## config.mk

```make
export PLATFORM = sky130hd
export DESIGN_NAME = tcm_timer_ctrl
export DESIGN_NICKNAME = d
export VERILOG_FILES = /design/src/design/tcm_pkg.sv /design/src/design/tcm_timer_ctrl.sv
export SDC_FILE = /design/constraint.sdc
export NUM_CORES = 1
export LEC_CHECK = 0
export BUFFER_PORTS_ARGS = -buffer_cell sky130_fd_sc_hd__buf_2
export CELL_PAD_IN_SITES_DETAIL_PLACEMENT = 0
export CELL_PAD_IN_SITES_GLOBAL_PLACEMENT = 1
export CORE_ASPECT_RATIO = 0.6
export CORE_UTILIZATION = 43
export DETAILED_ROUTE_END_ITERATION = 12
export HOLD_SLACK_MARGIN = 0.03
export PLACE_DENSITY = 0.91
export SETUP_SLACK_MARGIN = 0.15
export SKIP_LAST_GASP = 1
export SLEW_MARGIN = 20
export SYNTH_ARGS = -nofsm -noshare
export SYNTH_HDL_FRONTEND = slang
export SYNTH_SLANG_ARGS = --single-unit
```

## constraint.sdc

```tcl
create_clock -name hclk -period 4.2 [get_ports hclk]
set_input_delay 0.21 -clock hclk [delete_from_list [all_inputs] [get_ports hclk]]
set_output_delay 0.21 -clock hclk [all_outputs]
set_load 0.02 [all_outputs]
```

## src/design/tcm_pkg.sv

```systemverilog
package tcm_pkg;

    // Number of timer units served by one control block.
    localparam int NUM_UNITS = 2;

    // Register indices; the byte address is four times the index.
    localparam logic [31:0] IDX_CTL0 [NUM_UNITS] = '{32'hfffff690, 32'h0ffff6a0};
    localparam logic [31:0] IDX_CTL1 [NUM_UNITS] = '{32'hfffff691, 32'hfffff6a1};
    localparam logic [31:0] IDX_CTL2 [NUM_UNITS] = '{32'hfffff692, 32'hfffff6a2};
    localparam logic [31:0] IDX_CNT  [NUM_UNITS] = '{32'hfffff69e, 32'hfffff6ae};
    localparam logic [31:0] IDX_TCW  [NUM_UNITS] = '{32'hfffff990, 32'hfffff9a0};

    // Field positions of control register 0.
    localparam int CTL0_CE  = 7;
    localparam int CTL0_CKS = 0;
    // Field positions of control register 1.
    localparam int CTL1_EST = 6;
    localparam int CTL1_EEE = 5;
    localparam int CTL1_MD  = 0;
    // Field positions of control register 2.
    localparam int CTL2_ECC  = 7;
    localparam int CTL2_LDE  = 4;
    localparam int CTL2_ECM1 = 3;
    localparam int CTL2_ECM0 = 2;
    localparam int CTL2_UDS  = 0;

    // Writable bits; the rest read as zero.
    localparam logic [7:0] CTL0_MASK = 8'h87;
    localparam logic [7:0] CTL1_MASK = 8'h2f;
    localparam logic [7:0] CTL2_MASK = 8'h9f;

    // Reset and special counter values.
    localparam logic [7:0]  CTL_RESET     = 8'h00;
    localparam logic [15:0] CNT_RESET     = 16'h0000;
    localparam logic [15:0] CNT_STOP_INIT = 16'hffff;
    localparam logic [15:0] CNT_READ_IDLE = 16'h0000;

    // Prescaler ratios for count clock select codes 0 to 7.
    localparam logic [10:0] DIV_RATIO [8] = '{11'h002, 11'h004, 11'h008, 11'h010,
                                              11'h020, 11'h040, 11'h100, 11'h400};

    // Timing: system clock, base clock ratio and start delay.
    localparam int SYS_CLK_HZ       = 10_000_000;
    localparam int BASE_DIV         = 2;
    localparam int START_DELAY_BASE = 2;
    localparam int START_DELAY_CYC  = START_DELAY_BASE * BASE_DIV;

    // Operating modes.
    typedef enum logic [3:0] {
        MD_INTERVAL  = 4'h0,
        MD_EVENT     = 4'h1,
        MD_EXT_TRIG  = 4'h2,
        MD_ONE_SHOT  = 4'h3,
        MD_PWM       = 4'h4,
        MD_FREE_RUN  = 4'h5,
        MD_PW_MEAS   = 4'h6,
        MD_TRI_PWM   = 4'h7,
        MD_ENC_CMP   = 4'h8,
        MD_ENC_CAP   = 4'h9,
        MD_ENC_CAPCMP = 4'ha,
        MD_OFFSET_TRIG = 4'hc
    } tcm_mode_e;

    // Run sequencer, Gray coded along stop, delay, run.
    typedef enum logic [1:0] {
        RUN_STOPPED = 2'b00,
        RUN_DELAY   = 2'b01,
        RUN_ACTIVE  = 2'b11
    } tcm_run_e;

    // State of one timer unit.
    typedef struct packed {
        logic [7:0]  ctl0;
        logic [7:0]  ctl1;
        logic [7:0]  ctl2;
        logic        est_pend;
        logic [15:0] tcw;
        logic [15:0] cnt;
        logic        dir_down;
        tcm_run_e    run;
        logic [2:0]  dly;
        logic [9:0]  pre;
        logic        ev_q;
        logic        tick;
        logic        trig;
        logic        cap_clr;
    } tcm_unit_s;

    // Whole block state.
    typedef struct packed {
        tcm_unit_s [NUM_UNITS-1:0] unit;
        logic                      aph_valid;
        logic                      aph_write;
        logic [31:0]               aph_addr;
        logic [31:0]               hrdata;
    } tcm_state_s;

    // Byte address of a register index.
    function automatic logic [31:0] byte_addr(logic [31:0] idx);
        return {idx[29:0], 2'b00};
    endfunction : byte_addr

endpackage : tcm_pkg

```

## src/design/tcm_timer_ctrl.sv

```systemverilog
// The AHB-Lite interface to the registers was chosen for this implementation.
`timescale 1ns/1ps
// Contract
// - Stopped timer: clock low, logic reset
// - Prescale codes select divide 2 to 1024
// - First count follows short base-clock delay
// - One-shot: soft trigger write triggers
// - Pulse mode: trigger on write or start
// - Soft trigger bit always reads zero
// - External clock select, ignored in some modes
// - Mode field picks one of twelve modes
// - Control register 2 only in encoder modes
// - Stop without hold initialises counter, captures
// - Start without hold loads write buffer
// - Stop with hold keeps counter and flags
// - Stop with hold resets compare, outputs
// - Non-encoder stop resets internal state
// - Reload from register 0 on underflow
// - Match-1 clear on downward count
// - Control registers byte access, reset zero
// - Read buffer zero or held after stop
module tcm_timer_ctrl (
    // Clock and reset.
    input  wire logic                         hclk,
    input  wire logic                         hresetn,
    // AHB-Lite slave port.
    input  wire logic                         hsel,
    input  wire logic [31:0]                  haddr,
    input  wire logic [1:0]                   htrans,
    input  wire logic                         hwrite,
    input  wire logic [2:0]                   hsize,
    input  wire logic [31:0]                  hwdata,
    input  wire logic                         hready,
    output logic                              hreadyout,
    output logic                              hresp,
    output logic [31:0]                       hrdata,
    // Inputs from the counting datapath and pins.
    input  wire logic [1:0]                   external_event_pin,
    input  wire logic [1:0][1:0]              event_edge_select,
    input  wire logic [1:0]                   count_up_req,
    input  wire logic [1:0]                   count_down_req,
    input  wire logic [1:0][15:0]             capture_compare_zero,
    input  wire logic [1:0][15:0]             capture_compare_one,
    // Control outputs to the counting datapath.
    output logic [1:0]                        op_clock_en,
    output logic [1:0]                        timer_rst_n,
    output logic [1:0]                        partial_rst_n,
    output logic [1:0]                        count_tick,
    output logic [1:0]                        soft_trigger,
    output logic [1:0][3:0]                   operating_mode_field,
    output logic [1:0]                        mode_illegal,
    output logic [1:0]                        encoder_active,
    output logic [1:0][1:0]                   encoder_count_mode,
    output logic [1:0]                        match0_clear_en,
    output logic [1:0]                        capture_clear,
    output logic [1:0]                        counter_running,
    output logic [1:0][15:0]                  counter_value
);

    // Registered state and its next value.
    tcm_pkg::tcm_state_s state_reg;
    tcm_pkg::tcm_state_s state_next;

    // Decode of the mode field into encoder groupings.
    function automatic logic is_enc(logic [3:0] md);
        return md == tcm_pkg::MD_ENC_CMP || md == tcm_pkg::MD_ENC_CAP || md == tcm_pkg::MD_ENC_CAPCMP;
    endfunction : is_enc

    // Codes outside the table are prohibited; they are flagged, not refused.
    function automatic logic is_legal(logic [3:0] md);
        return md <= tcm_pkg::MD_ENC_CAPCMP || md == tcm_pkg::MD_OFFSET_TRIG;
    endfunction : is_legal

    // Next-state logic: bus writes first, then run control, then bus reads.
    // Reads sample the post-write state so a read right after a write is coherent.
    always_comb
    begin
        logic [3:0]  md;
        logic        enc;
        logic        hold;
        logic        ce_now;
        logic        ce_was;
        logic        ext_edge;
        logic        pre_hit;
        logic        use_ext;
        logic        reload_ok;
        logic [9:0]  lim;
        logic [31:0] rd;
        md        = 4'h0;
        enc       = 1'b0;
        hold      = 1'b0;
        ce_now    = 1'b0;
        ce_was    = 1'b0;
        ext_edge  = 1'b0;
        pre_hit   = 1'b0;
        use_ext   = 1'b0;
        reload_ok = 1'b0;
        lim       = 10'h000;
        rd        = 32'h0000_0000;
        state_next = state_reg;

        for (int u = 0; u < tcm_pkg::NUM_UNITS; u++)
        begin
            // Single-cycle strobes drop back each cycle.
            state_next.unit[u].tick    = 1'b0;
            state_next.unit[u].trig    = 1'b0;
            state_next.unit[u].cap_clr = 1'b0;

            // Data phase of a write; whole-byte writes of the low lane, the low halfword for the write buffer.
            if (state_reg.aph_valid && state_reg.aph_write)
            begin
                if (state_reg.aph_addr == tcm_pkg::byte_addr(tcm_pkg::IDX_CTL0[u]))
                begin
                    state_next.unit[u].ctl0 = hwdata[7:0] & tcm_pkg::CTL0_MASK;
                end
                if (state_reg.aph_addr == tcm_pkg::byte_addr(tcm_pkg::IDX_CTL1[u]))
                begin
                    // The trigger bit is never stored, so it reads as zero.
                    state_next.unit[u].ctl1 = hwdata[7:0] & tcm_pkg::CTL1_MASK;
                    if (hwdata[tcm_pkg::CTL1_EST])
                    begin
                        md = state_next.unit[u].ctl1[tcm_pkg::CTL1_MD +: 4];
                        if (state_reg.unit[u].ctl0[tcm_pkg::CTL0_CE])
                        begin
                            // Running: a trigger write fires at once in one-shot and external trigger modes.
                            if (md == tcm_pkg::MD_ONE_SHOT || md == tcm_pkg::MD_EXT_TRIG)
                            begin
                                state_next.unit[u].trig = 1'b1;
                            end
                        end
                        else
                        begin
                            // Stopped: remember it for the start edge.
                            state_next.unit[u].est_pend = 1'b1;
                        end
                    end
                    else if (!state_reg.unit[u].ctl0[tcm_pkg::CTL0_CE])
                    begin
                        state_next.unit[u].est_pend = 1'b0;
                    end
                end
                if (state_reg.aph_addr == tcm_pkg::byte_addr(tcm_pkg::IDX_CTL2[u]))
                begin
                    state_next.unit[u].ctl2 = hwdata[7:0] & tcm_pkg::CTL2_MASK;
                end
                if (state_reg.aph_addr == tcm_pkg::byte_addr(tcm_pkg::IDX_TCW[u]))
                begin
                    state_next.unit[u].tcw = hwdata[15:0];
                end
            end

            // Working copies of the controls as they stand after the write.
            md     = state_next.unit[u].ctl1[tcm_pkg::CTL1_MD +: 4];
            enc    = is_enc(md);
            // Register 2 settings only count in the encoder modes.
            hold   = enc && state_next.unit[u].ctl2[tcm_pkg::CTL2_ECC];
            ce_now = state_next.unit[u].ctl0[tcm_pkg::CTL0_CE];
            ce_was = state_reg.unit[u].ctl0[tcm_pkg::CTL0_CE];

            // Prescaler terminal count for the selected ratio.
            lim = 10'(tcm_pkg::DIV_RATIO[state_reg.unit[u].ctl0[tcm_pkg::CTL0_CKS +: 3]] - 11'h001);
            pre_hit = state_reg.unit[u].pre == lim;

            // Edge detector on the external event pin, per selected edge.
            unique case (event_edge_select[u])
                2'b01:   ext_edge = external_event_pin[u] && !state_reg.unit[u].ev_q;
                2'b10:   ext_edge = !external_event_pin[u] && state_reg.unit[u].ev_q;
                2'b11:   ext_edge = external_event_pin[u] != state_reg.unit[u].ev_q;
                default: ext_edge = 1'b0;
            endcase

            // The external clock bit is ignored in event and encoder modes.
            use_ext = state_reg.unit[u].ctl1[tcm_pkg::CTL1_EEE] && md != tcm_pkg::MD_EVENT && !enc;

            // Run sequencer: stopped, start delay, counting.
            unique case (state_reg.unit[u].run)
                tcm_pkg::RUN_STOPPED:
                begin
                    // Divider and delay held clear so every start has the same latency.
                    state_next.unit[u].pre = 10'h000;
                    state_next.unit[u].dly = 3'h0;
                    // Pin edge detector is kept at rest while stopped.
                    state_next.unit[u].ev_q = 1'b0;
                end
                tcm_pkg::RUN_DELAY:
                begin
                    // Fixed start delay in base clocks, then the first count period.
                    state_next.unit[u].dly = state_reg.unit[u].dly + 3'h1;
                    // Track the pin so that a level already high is not taken as an edge.
                    state_next.unit[u].ev_q = external_event_pin[u];
                    if (state_reg.unit[u].dly == 3'(tcm_pkg::START_DELAY_CYC - 1))
                    begin
                        state_next.unit[u].run = tcm_pkg::RUN_ACTIVE;
                    end
                end
                tcm_pkg::RUN_ACTIVE:
                begin
                    state_next.unit[u].ev_q = external_event_pin[u];
                    state_next.unit[u].pre  = pre_hit ? 10'h000 : state_reg.unit[u].pre + 10'h001;
                    if (use_ext || md == tcm_pkg::MD_EVENT)
                    begin
                        state_next.unit[u].tick = ext_edge;
                    end
                    else
                    begin
                        state_next.unit[u].tick = pre_hit;
                    end
                end
                default:
                begin
                    state_next.unit[u].run = tcm_pkg::RUN_STOPPED;
                end
            endcase

            // Encoder counter: counts requests decoded by the datapath.
            if (state_reg.unit[u].run == tcm_pkg::RUN_ACTIVE && enc &&
                (count_up_req[u] != count_down_req[u]))
            begin
                state_next.unit[u].dir_down = count_down_req[u];
                reload_ok = state_next.unit[u].ctl2[tcm_pkg::CTL2_LDE] &&
                            !state_next.unit[u].ctl2[tcm_pkg::CTL2_ECM1] &&
                            (md == tcm_pkg::MD_ENC_CMP || md == tcm_pkg::MD_ENC_CAP);
                if (count_up_req[u])
                begin
                    state_next.unit[u].cnt = state_reg.unit[u].cnt + 16'h0001;
                end
                else if (md == tcm_pkg::MD_ENC_CMP && state_next.unit[u].ctl2[tcm_pkg::CTL2_ECM1] &&
                         state_reg.unit[u].cnt == capture_compare_one[u])
                begin
                    // Match with register 1 on a downward step clears instead.
                    state_next.unit[u].cnt = 16'h0000;
                end
                else if (state_reg.unit[u].cnt == 16'h0000 && reload_ok)
                begin
                    // Underflow reloads from register 0 when enabled.
                    state_next.unit[u].cnt = capture_compare_zero[u];
                end
                else
                begin
                    state_next.unit[u].cnt = state_reg.unit[u].cnt - 16'h0001;
                end
            end

            // Start edge of the run bit.
            if (ce_now && !ce_was)
            begin
                state_next.unit[u].run = tcm_pkg::RUN_DELAY;
                state_next.unit[u].pre = 10'h000;
                state_next.unit[u].dly = 3'h0;
                if (enc && !hold)
                begin
                    // Without hold the counter starts from the write buffer.
                    state_next.unit[u].cnt = state_next.unit[u].tcw;
                end
                if (state_reg.unit[u].est_pend && md == tcm_pkg::MD_EXT_TRIG)
                begin
                    // A trigger armed while stopped fires on start in external trigger mode.
                    state_next.unit[u].trig = 1'b1;
                end
                state_next.unit[u].est_pend = 1'b0;
            end

            // Stop edge of the run bit.
            if (!ce_now && ce_was)
            begin
                state_next.unit[u].run  = tcm_pkg::RUN_STOPPED;
                // A count pulse from the last running cycle must not leave a stopped unit.
                state_next.unit[u].tick = 1'b0;
                state_next.unit[u].ev_q = 1'b0;
                state_next.unit[u].pre  = 10'h000;
                if (enc && !hold)
                begin
                    // Counter to all ones, captures and flags cleared.
                    state_next.unit[u].cnt      = tcm_pkg::CNT_STOP_INIT;
                    state_next.unit[u].dir_down = 1'b0;
                    state_next.unit[u].cap_clr  = 1'b1;
                end
                // With hold the counter and direction are left as they are.
            end
        end

        // Address phase: capture a valid transfer while the bus is ready.
        if (hready)
        begin
            state_next.aph_valid = hsel && htrans[1];
            state_next.aph_write = hwrite;
            state_next.aph_addr  = haddr;
            // Read data is prepared now so it stands in the data phase.
            if (hsel && htrans[1] && !hwrite)
            begin
                for (int u = 0; u < tcm_pkg::NUM_UNITS; u++)
                begin
                    md = state_next.unit[u].ctl1[tcm_pkg::CTL1_MD +: 4];
                    if (haddr == tcm_pkg::byte_addr(tcm_pkg::IDX_CTL0[u]))
                    begin
                        rd = {24'h00_0000, state_next.unit[u].ctl0};
                    end
                    if (haddr == tcm_pkg::byte_addr(tcm_pkg::IDX_CTL1[u]))
                    begin
                        rd = {24'h00_0000, state_next.unit[u].ctl1};
                    end
                    if (haddr == tcm_pkg::byte_addr(tcm_pkg::IDX_CTL2[u]))
                    begin
                        rd = {24'h00_0000, state_next.unit[u].ctl2};
                    end
                    if (haddr == tcm_pkg::byte_addr(tcm_pkg::IDX_TCW[u]))
                    begin
                        rd = {16'h0000, state_next.unit[u].tcw};
                    end
                    if (haddr == tcm_pkg::byte_addr(tcm_pkg::IDX_CNT[u]))
                    begin
                        // Stopped without hold reads zero; with hold the kept value.
                        if (!state_next.unit[u].ctl0[tcm_pkg::CTL0_CE] &&
                            !(is_enc(md) && state_next.unit[u].ctl2[tcm_pkg::CTL2_ECC]))
                        begin
                            rd = {16'h0000, tcm_pkg::CNT_READ_IDLE};
                        end
                        else
                        begin
                            rd = {16'h0000, state_next.unit[u].cnt};
                        end
                    end
                end
            end
            // Unmapped reads return zero.
            state_next.hrdata = rd;
        end
    end

    // State register; every field clears on reset.
    always_ff @(posedge hclk or negedge hresetn)
    begin
        if (!hresetn)
        begin
            state_reg <= '0;
        end
        else
        begin
            state_reg <= state_next;
        end
    end

    // Bus answers: zero wait states, always OKAY.
    assign hreadyout = 1'b1;
    assign hresp     = 1'b0;
    assign hrdata    = state_reg.hrdata;

    // Per-unit outputs to the counting datapath.
    always_comb
    begin
        for (int u = 0; u < tcm_pkg::NUM_UNITS; u++)
        begin
            // Operating clock stands low whenever the run bit is clear.
            op_clock_en[u] = state_reg.unit[u].ctl0[tcm_pkg::CTL0_CE];
            // Full reset while stopped, except encoder hold keeps the counter side.
            timer_rst_n[u] = state_reg.unit[u].ctl0[tcm_pkg::CTL0_CE] ||
                             (is_enc(state_reg.unit[u].ctl1[tcm_pkg::CTL1_MD +: 4]) &&
                              state_reg.unit[u].ctl2[tcm_pkg::CTL2_ECC]);
            // Compare detector, timer outputs and other edge detectors reset whenever stopped, hold or not.
            partial_rst_n[u] = state_reg.unit[u].ctl0[tcm_pkg::CTL0_CE];
            count_tick[u]    = state_reg.unit[u].tick;
            soft_trigger[u]  = state_reg.unit[u].trig;
            operating_mode_field[u] = state_reg.unit[u].ctl1[tcm_pkg::CTL1_MD +: 4];
            mode_illegal[u]   = !is_legal(state_reg.unit[u].ctl1[tcm_pkg::CTL1_MD +: 4]);
            encoder_active[u] = is_enc(state_reg.unit[u].ctl1[tcm_pkg::CTL1_MD +: 4]);
            // Register 2 fields reach the datapath only in encoder modes.
            encoder_count_mode[u] = encoder_active[u] ? state_reg.unit[u].ctl2[tcm_pkg::CTL2_UDS +: 2] : 2'b00;
            match0_clear_en[u] = encoder_active[u] && state_reg.unit[u].ctl1[tcm_pkg::CTL1_MD +: 4] == tcm_pkg::MD_ENC_CMP
                                 && state_reg.unit[u].ctl2[tcm_pkg::CTL2_ECM0];
            capture_clear[u]   = state_reg.unit[u].cap_clr;
            counter_running[u] = state_reg.unit[u].run == tcm_pkg::RUN_ACTIVE;
            counter_value[u]   = state_reg.unit[u].cnt;
        end
    end

endmodule : tcm_timer_ctrl

```

Yosys cells after proc, flatten, opt, wreduce, memory -nomap -nowiden
Memory sizes are Yosys's and may differ from the RTL's.
Cells that the tools add are included.
W data, S select, Z words.
Cells by class
  div/mod/pow operators: 0
  $add $sub $neg: 10
  order comparisons: 4
  mux-type cells: 94
  multipliers: 0
  eq/ne operators: 66
  bitwise operators: 2
  reduce and logical (&&, ||, !) cells: 97
  shift-type cells: 0
Operators by type and width (number)
  $eq A32 B32 Y1 const B: 16
  $mux W32: 10
  $mux W16: 14
  $mux W41: 2
  $mux W17: 4
  $eq A32 B30 Y1 const B: 2
  $mux W10: 6
  $eq A4 B4 Y1 const B: 14
  $mux W8: 7
  $logic_and A1 B1 Y1: 43
  $pmux W10 S2: 2
  $mux W19: 2
  $add A16 B1 Y16 const B: 2
  $eq A16 B16 Y1: 2
  $logic_not A16 Y1: 2
  $sub A16 B1 Y16 const B: 2
  $mux W1: 31
  $mux W15: 2
  $mux W12: 2
  $add A10 B1 Y10 const B: 2
  $eq A10 B10 Y1: 2
  $sub A10 B1 Y10 const B: 2
  $logic_not A1 Y1: 17
  $eq A4 B2 Y1 const B: 4
  other kinds (26): 81
Storage, ports and cells
  input port bits: 148
  bits in latches: 0
  output and inout port bits: 98
  logic and storage cells: 307
  ROM bits: 176
  memories: 2
  bits in writable memories: 0
  register bits after elaboration: 220
Memories
  (name not given): depth 8, bits a word 11, rd ports 1, clocked after Yosys merged registers in 0, wr ports 0, line tcm_timer_ctrl.sv:161  | lim = 10'(tcm_pkg::DIV_RATIO[state_reg.unit[u].ctl0[tcm_pkg::CTL0_CKS +: 3]] - 11'h001);
  (name not given): depth 8, bits a word 11, rd ports 1, clocked after Yosys merged registers in 0, wr ports 0, line tcm_timer_ctrl.sv:161

Longest topological paths before layout
  word-level depth: 24
  mapped depth: 14

Worst setup path after synthesis
OpenSTA, ideal clock, no wires.
  path kind: register to register
  start point: register state_reg[45] in the netlist's numbering
  end point: register state_reg, in the netlist hrdata[5]
  stages on the path, launching flop included: 14
  slack: 0.765 ns
  required time: 4.074 ns
  data arrival time: 3.309 ns
  path through: dfrtp_1 > nand4bb_1 > nor3_2 > buf_2 > nand4_1 > mux2i_1 > inv_1 > ha_1 > nor2_1 > o31ai_1 > a2111o_1 > a21oi_1 > nor4_1 > o32a_1
RTL lines
  from (decl): line tcm_timer_ctrl.sv:61  | tcm_pkg::tcm_state_s state_reg;
  from (signal assigned): line tcm_timer_ctrl.sv:339  | state_reg <= state_next;

Final worst setup path
  start point: register state_reg[37] in the netlist's numbering
  end point: register state_reg, in the netlist hrdata[5]
On the way
  word-level cells in the longest chain between the ends: 23
  elaborated cells between the ends (all ways): 87
  classes of those cells: eq/ne (14); mux (39); reduce/logical (34)
RTL lines
  $eq A32 B32 Y1, on equally long branches: line tcm_timer_ctrl.sv:116, tcm_timer_ctrl.sv:142
  $mux W8, on equally long branches: line tcm_timer_ctrl.sv:116, tcm_timer_ctrl.sv:142
  $mux W41: line tcm_timer_ctrl.sv:110  | if (state_reg.aph_valid && state_reg.aph_write)
  $eq A4 B4 Y1, or another cell as far along: line tcm_timer_ctrl.sv:66, tcm_timer_ctrl.sv:222, tcm_timer_ctrl.sv:227
  $logic_or A1 B1 Y1 / $logic_and A1 B1 Y1 (equally long branches): line tcm_timer_ctrl.sv:66, tcm_timer_ctrl.sv:222, tcm_timer_ctrl.sv:220
  $logic_and A1 B1 Y1: line tcm_timer_ctrl.sv:221  | !state_next.unit[u].ctl2[tcm_pkg::CTL2_ECM1] &&
  $logic_and A1 B1 Y1: line tcm_timer_ctrl.sv:233  | else if (state_reg.unit[u].cnt == 16'h0000 && reload_ok)
  $mux W16: line tcm_timer_ctrl.sv:233
  [7 not listed]
  $mux W16: line tcm_timer_ctrl.sv:313  | if (!state_next.unit[u].ctl0[tcm_pkg::CTL0_CE] &&
  $mux W32: line tcm_timer_ctrl.sv:310  | if (haddr == tcm_pkg::byte_addr(tcm_pkg::IDX_CNT[u]))
  $mux W32: line tcm_timer_ctrl.sv:294  | if (haddr == tcm_pkg::byte_addr(tcm_pkg::IDX_CTL0[u]))
  $mux W32: line tcm_timer_ctrl.sv:298  | if (haddr == tcm_pkg::byte_addr(tcm_pkg::IDX_CTL1[u]))
  $mux W32: line tcm_timer_ctrl.sv:302  | if (haddr == tcm_pkg::byte_addr(tcm_pkg::IDX_CTL2[u]))
  $mux W32: line tcm_timer_ctrl.sv:306  | if (haddr == tcm_pkg::byte_addr(tcm_pkg::IDX_TCW[u]))
  $mux W32 (*): line tcm_timer_ctrl.sv:310
  $mux W32 (*): line tcm_timer_ctrl.sv:289  | if (hsel && htrans[1] && !hwrite)
Mark *: on every way between the ends. The rest lies on a longest branch, timed or not. The select of a mux whose other input is x is not followed.
A chain may end at the register's enable or synchronous reset.

==> metrics.txt <==
multi-input logic area=between 8000 and 9000 um^2; Synth Area per Inst=~8.6 um^2; RSZ-0062 raised after global routing=false; Finished Cell Area=roughly 17000 um^2; Hold Startpoint=hwdata[6]; area grow syn2layout=17.77%; reg-to-reg startpoint=state_reg[37]; fin crit share=0.9446; core area=about 33000 um^2; share of layout cells above drive strength 1=0.2308; asr flop ratio synth=1.000; drt total wl=53540 um; Synth Flop Type=dfrtp_1; antenna violations before repair=1; Largest register FFs=138; fill cell count=approximately 3000; largest cells by area after synthesis=dfrtp_1 35%, mux2_2 5.8%, buf_4 4.4%, nand2_1 4.2%, o21ai_0 3.2%; DP Worst Slack=0.4527 ns; vias per cell=between 6 and 7; Root Driver=clkbuf_16; TritonCTS Buffers=22; DP Area=approximately 16000 um^2; register area=approximately 5100 um^2; Max Cap Viol=0; flop2flop setup slack=approximately 0.23 ns; pin count of the biggest net entering global routing=between 90 and 100; leading cell types in the layout, fill and taps excluded=206 x buf_2, 202 x dfrtp_1, 158 x nand2_1; DPL Wire Length=slightly above 40000 um; Worst Setup SP=state_reg[37]; clk sink count=~200; DRC violations left=0; H-Tree Depth=1; Crit Path Class=register to register; Worst Path Arrival=4.44 ns; Post-Syn Area=approximately 14000 um^2; Crit. End Element=register; Worst Path Required=4.67 ns; Synth area leader=dfrtp_1; Fin Setup TNS=0 ns; Rows=51; GRT Total Usage=0.3091; worst-skew pair later-pin latency=approximately 0.53 ns; Initial Util=0.4380; antenna viol nets, final=0; gpl congestion=about 1.0; first-pass GRT wire length=between 80000 and 90000 um; Max transition margin=0.2971; CTS tree=built; Starting DRT DRC Count=1896; critical path fanouts, max=5; final setup violation count=0; 1st-pass router iterations=8; full die area=33910 um^2; Reg clk slew, reported paths=0.07 ns; Die W=about 240 um; worst vdd ir=~0.25 mV; PnR worst setup slack=about 0.23 ns; Final nets=slightly above 2000; fmax=252.1 MHz; flops & latches, synth=202; Worst Hold Class=input pin to register; Least-Margin Pin Slew=~1.0 ns; post-synth top area share=0.3546; pwr/cell area=approximately 300 nW/um^2; Syn Inst Count=about 1700; number of flops mapped to enable cells by yosys=0; Netlist cell types=91; Final Critical Period=approximately 4.0 ns; WL/cell=~23 um; vias in the first global route=13209; Congestion Overflow GR=0; Clock Path Buffers=3; Fin Clk Skew=0.02523 ns; leakage power=about 7.7 nW; Worst Setup Start Kind=register; sequential area share after synthesis=0.3546; Final Slew Violations=0; port buffer count=~210; Die Ht=about 140 um; commonest non-fill, non-tap cell in the layout=buf_2; status=complete, no violations; Ys Warns=0; Via Count=about 14000; I/O Pins=between 200 and 250; Hold Vio Cnt, Final=0
[synthesized netlist by cell type, types with 8 or more instances]
| cell | n |
|---|---|
| nand3_1 | 62 |
| nand2_1 | 158 |
| nor2b_1 | 22 |
| or3_1 | 18 |
| nor4b_1 | 9 |
| a22oi_1 | 11 |
| and2_1 | 25 |
| mux2_2 | 74 |
| o21ai_0 | 92 |
| a221oi_1 | 12 |
| a21oi_1 | 65 |
| ha_1 | 25 |
| inv_1 | 64 |
| a22o_1 | 8 |
| mux2i_1 | 34 |
| nor2_1 | 111 |
| a221o_1 | 8 |
| xnor2_1 | 19 |
| a211oi_1 | 25 |
| xor2_1 | 42 |
| a31oi_1 | 11 |
| and4_1 | 11 |
| nand4_1 | 45 |
| nor4_1 | 29 |
| nor3_1 | 63 |
| buf_4 | 84 |
| nand2b_1 | 20 |
| a21o_1 | 9 |
| clkbuf_1 | 79 |
| o31ai_1 | 17 |
| and3_1 | 29 |
| dfrtp_1 | 202 |
[report_power, final]
group | internal [mW] | switching (mW)
logic | 0.257 | 0.419
registers | 2.03 | 0.0743
clock network | 1.32 | 0.874
total | 3.61 | 1.37
[area by class of cell]
type | instances | share of cell area
Antenna cell | 1 | 0.0001491
Clock buffer | 29 | 0.03801
Clock inverter | 11 | 0.009764
Inverter | 66 | 0.01476
Multi-Input combinational cell | 1228 | 0.4805
Sequential cell | 202 | 0.3011
Tap cell | 424 | 0.03160
Timing Repair Buffer | 327 | 0.1241
[per-stage QoR]
stage | util | hold slack (ns) | total power, mW | cells
finish | 0.5158 | 0.08632 | 4.974 | 2288
floorplan | - | -0.08559 | 2.495 | 1669
global placement | 0.4771 | 0.3675 | 2.730 | 2202
detailed placement | 0.4771 | 0.3816 | 2.758 | 2202
CTS | 0.5156 | 0.04903 | 4.963 | 2287
global route | 0.5158 | 0.05992 | 5.129 | 2288
[critical path, stage by stage (launching register included)]
cell	delay, ns
dfrtp_1	0.45
or4b_1	0.57
nor3_1	0.35
nand4_1	0.21
mux2i_1	0.35
ha_1	0.24
nor2_1	0.10
o31ai_1	0.46
buf_4	0.25
a21oi_1	0.09
nor4_1	0.61
o32a_1	0.23
[worst paths after layout]
path | to | cells after the start
setup / recovery | hrdata[5] | 11
hold / removal | state_reg[195] | 3
setup reg to reg | hrdata[5] | 11
hold reg to reg | state_reg[134] | 2
max in group asynchronous | state_reg[80] | 3
min in group asynchronous | counter_value[19] | 2
[logic make-up after synthesis]
family | share of synthesized area
simple gates | 0.2430
compound gates | 0.1730
buf+inv | 0.08540
flops | 0.3546
mux | 0.08409
xor+xnor | 0.03748
fa+ha+maj | 0.02194
other cells | 0.0005268
[routing by layer]
layer  part of all wire  global-route usage
met1               0.45              0.4676
met2               0.40              0.4276
met3               0.13             0.09066
met4              0.021             0.06621
met5                  0                   0
[timing repair]
action                                  in CTS  in global routing
hold endpoints to repair                   146                  0
hold buffers                                45                  0
endpoints found under the setup margin       0                  1
resized for setup                            0                  1
setup buffers                                0                  0
Note: power is estimated with default switching activity, not from simulation.
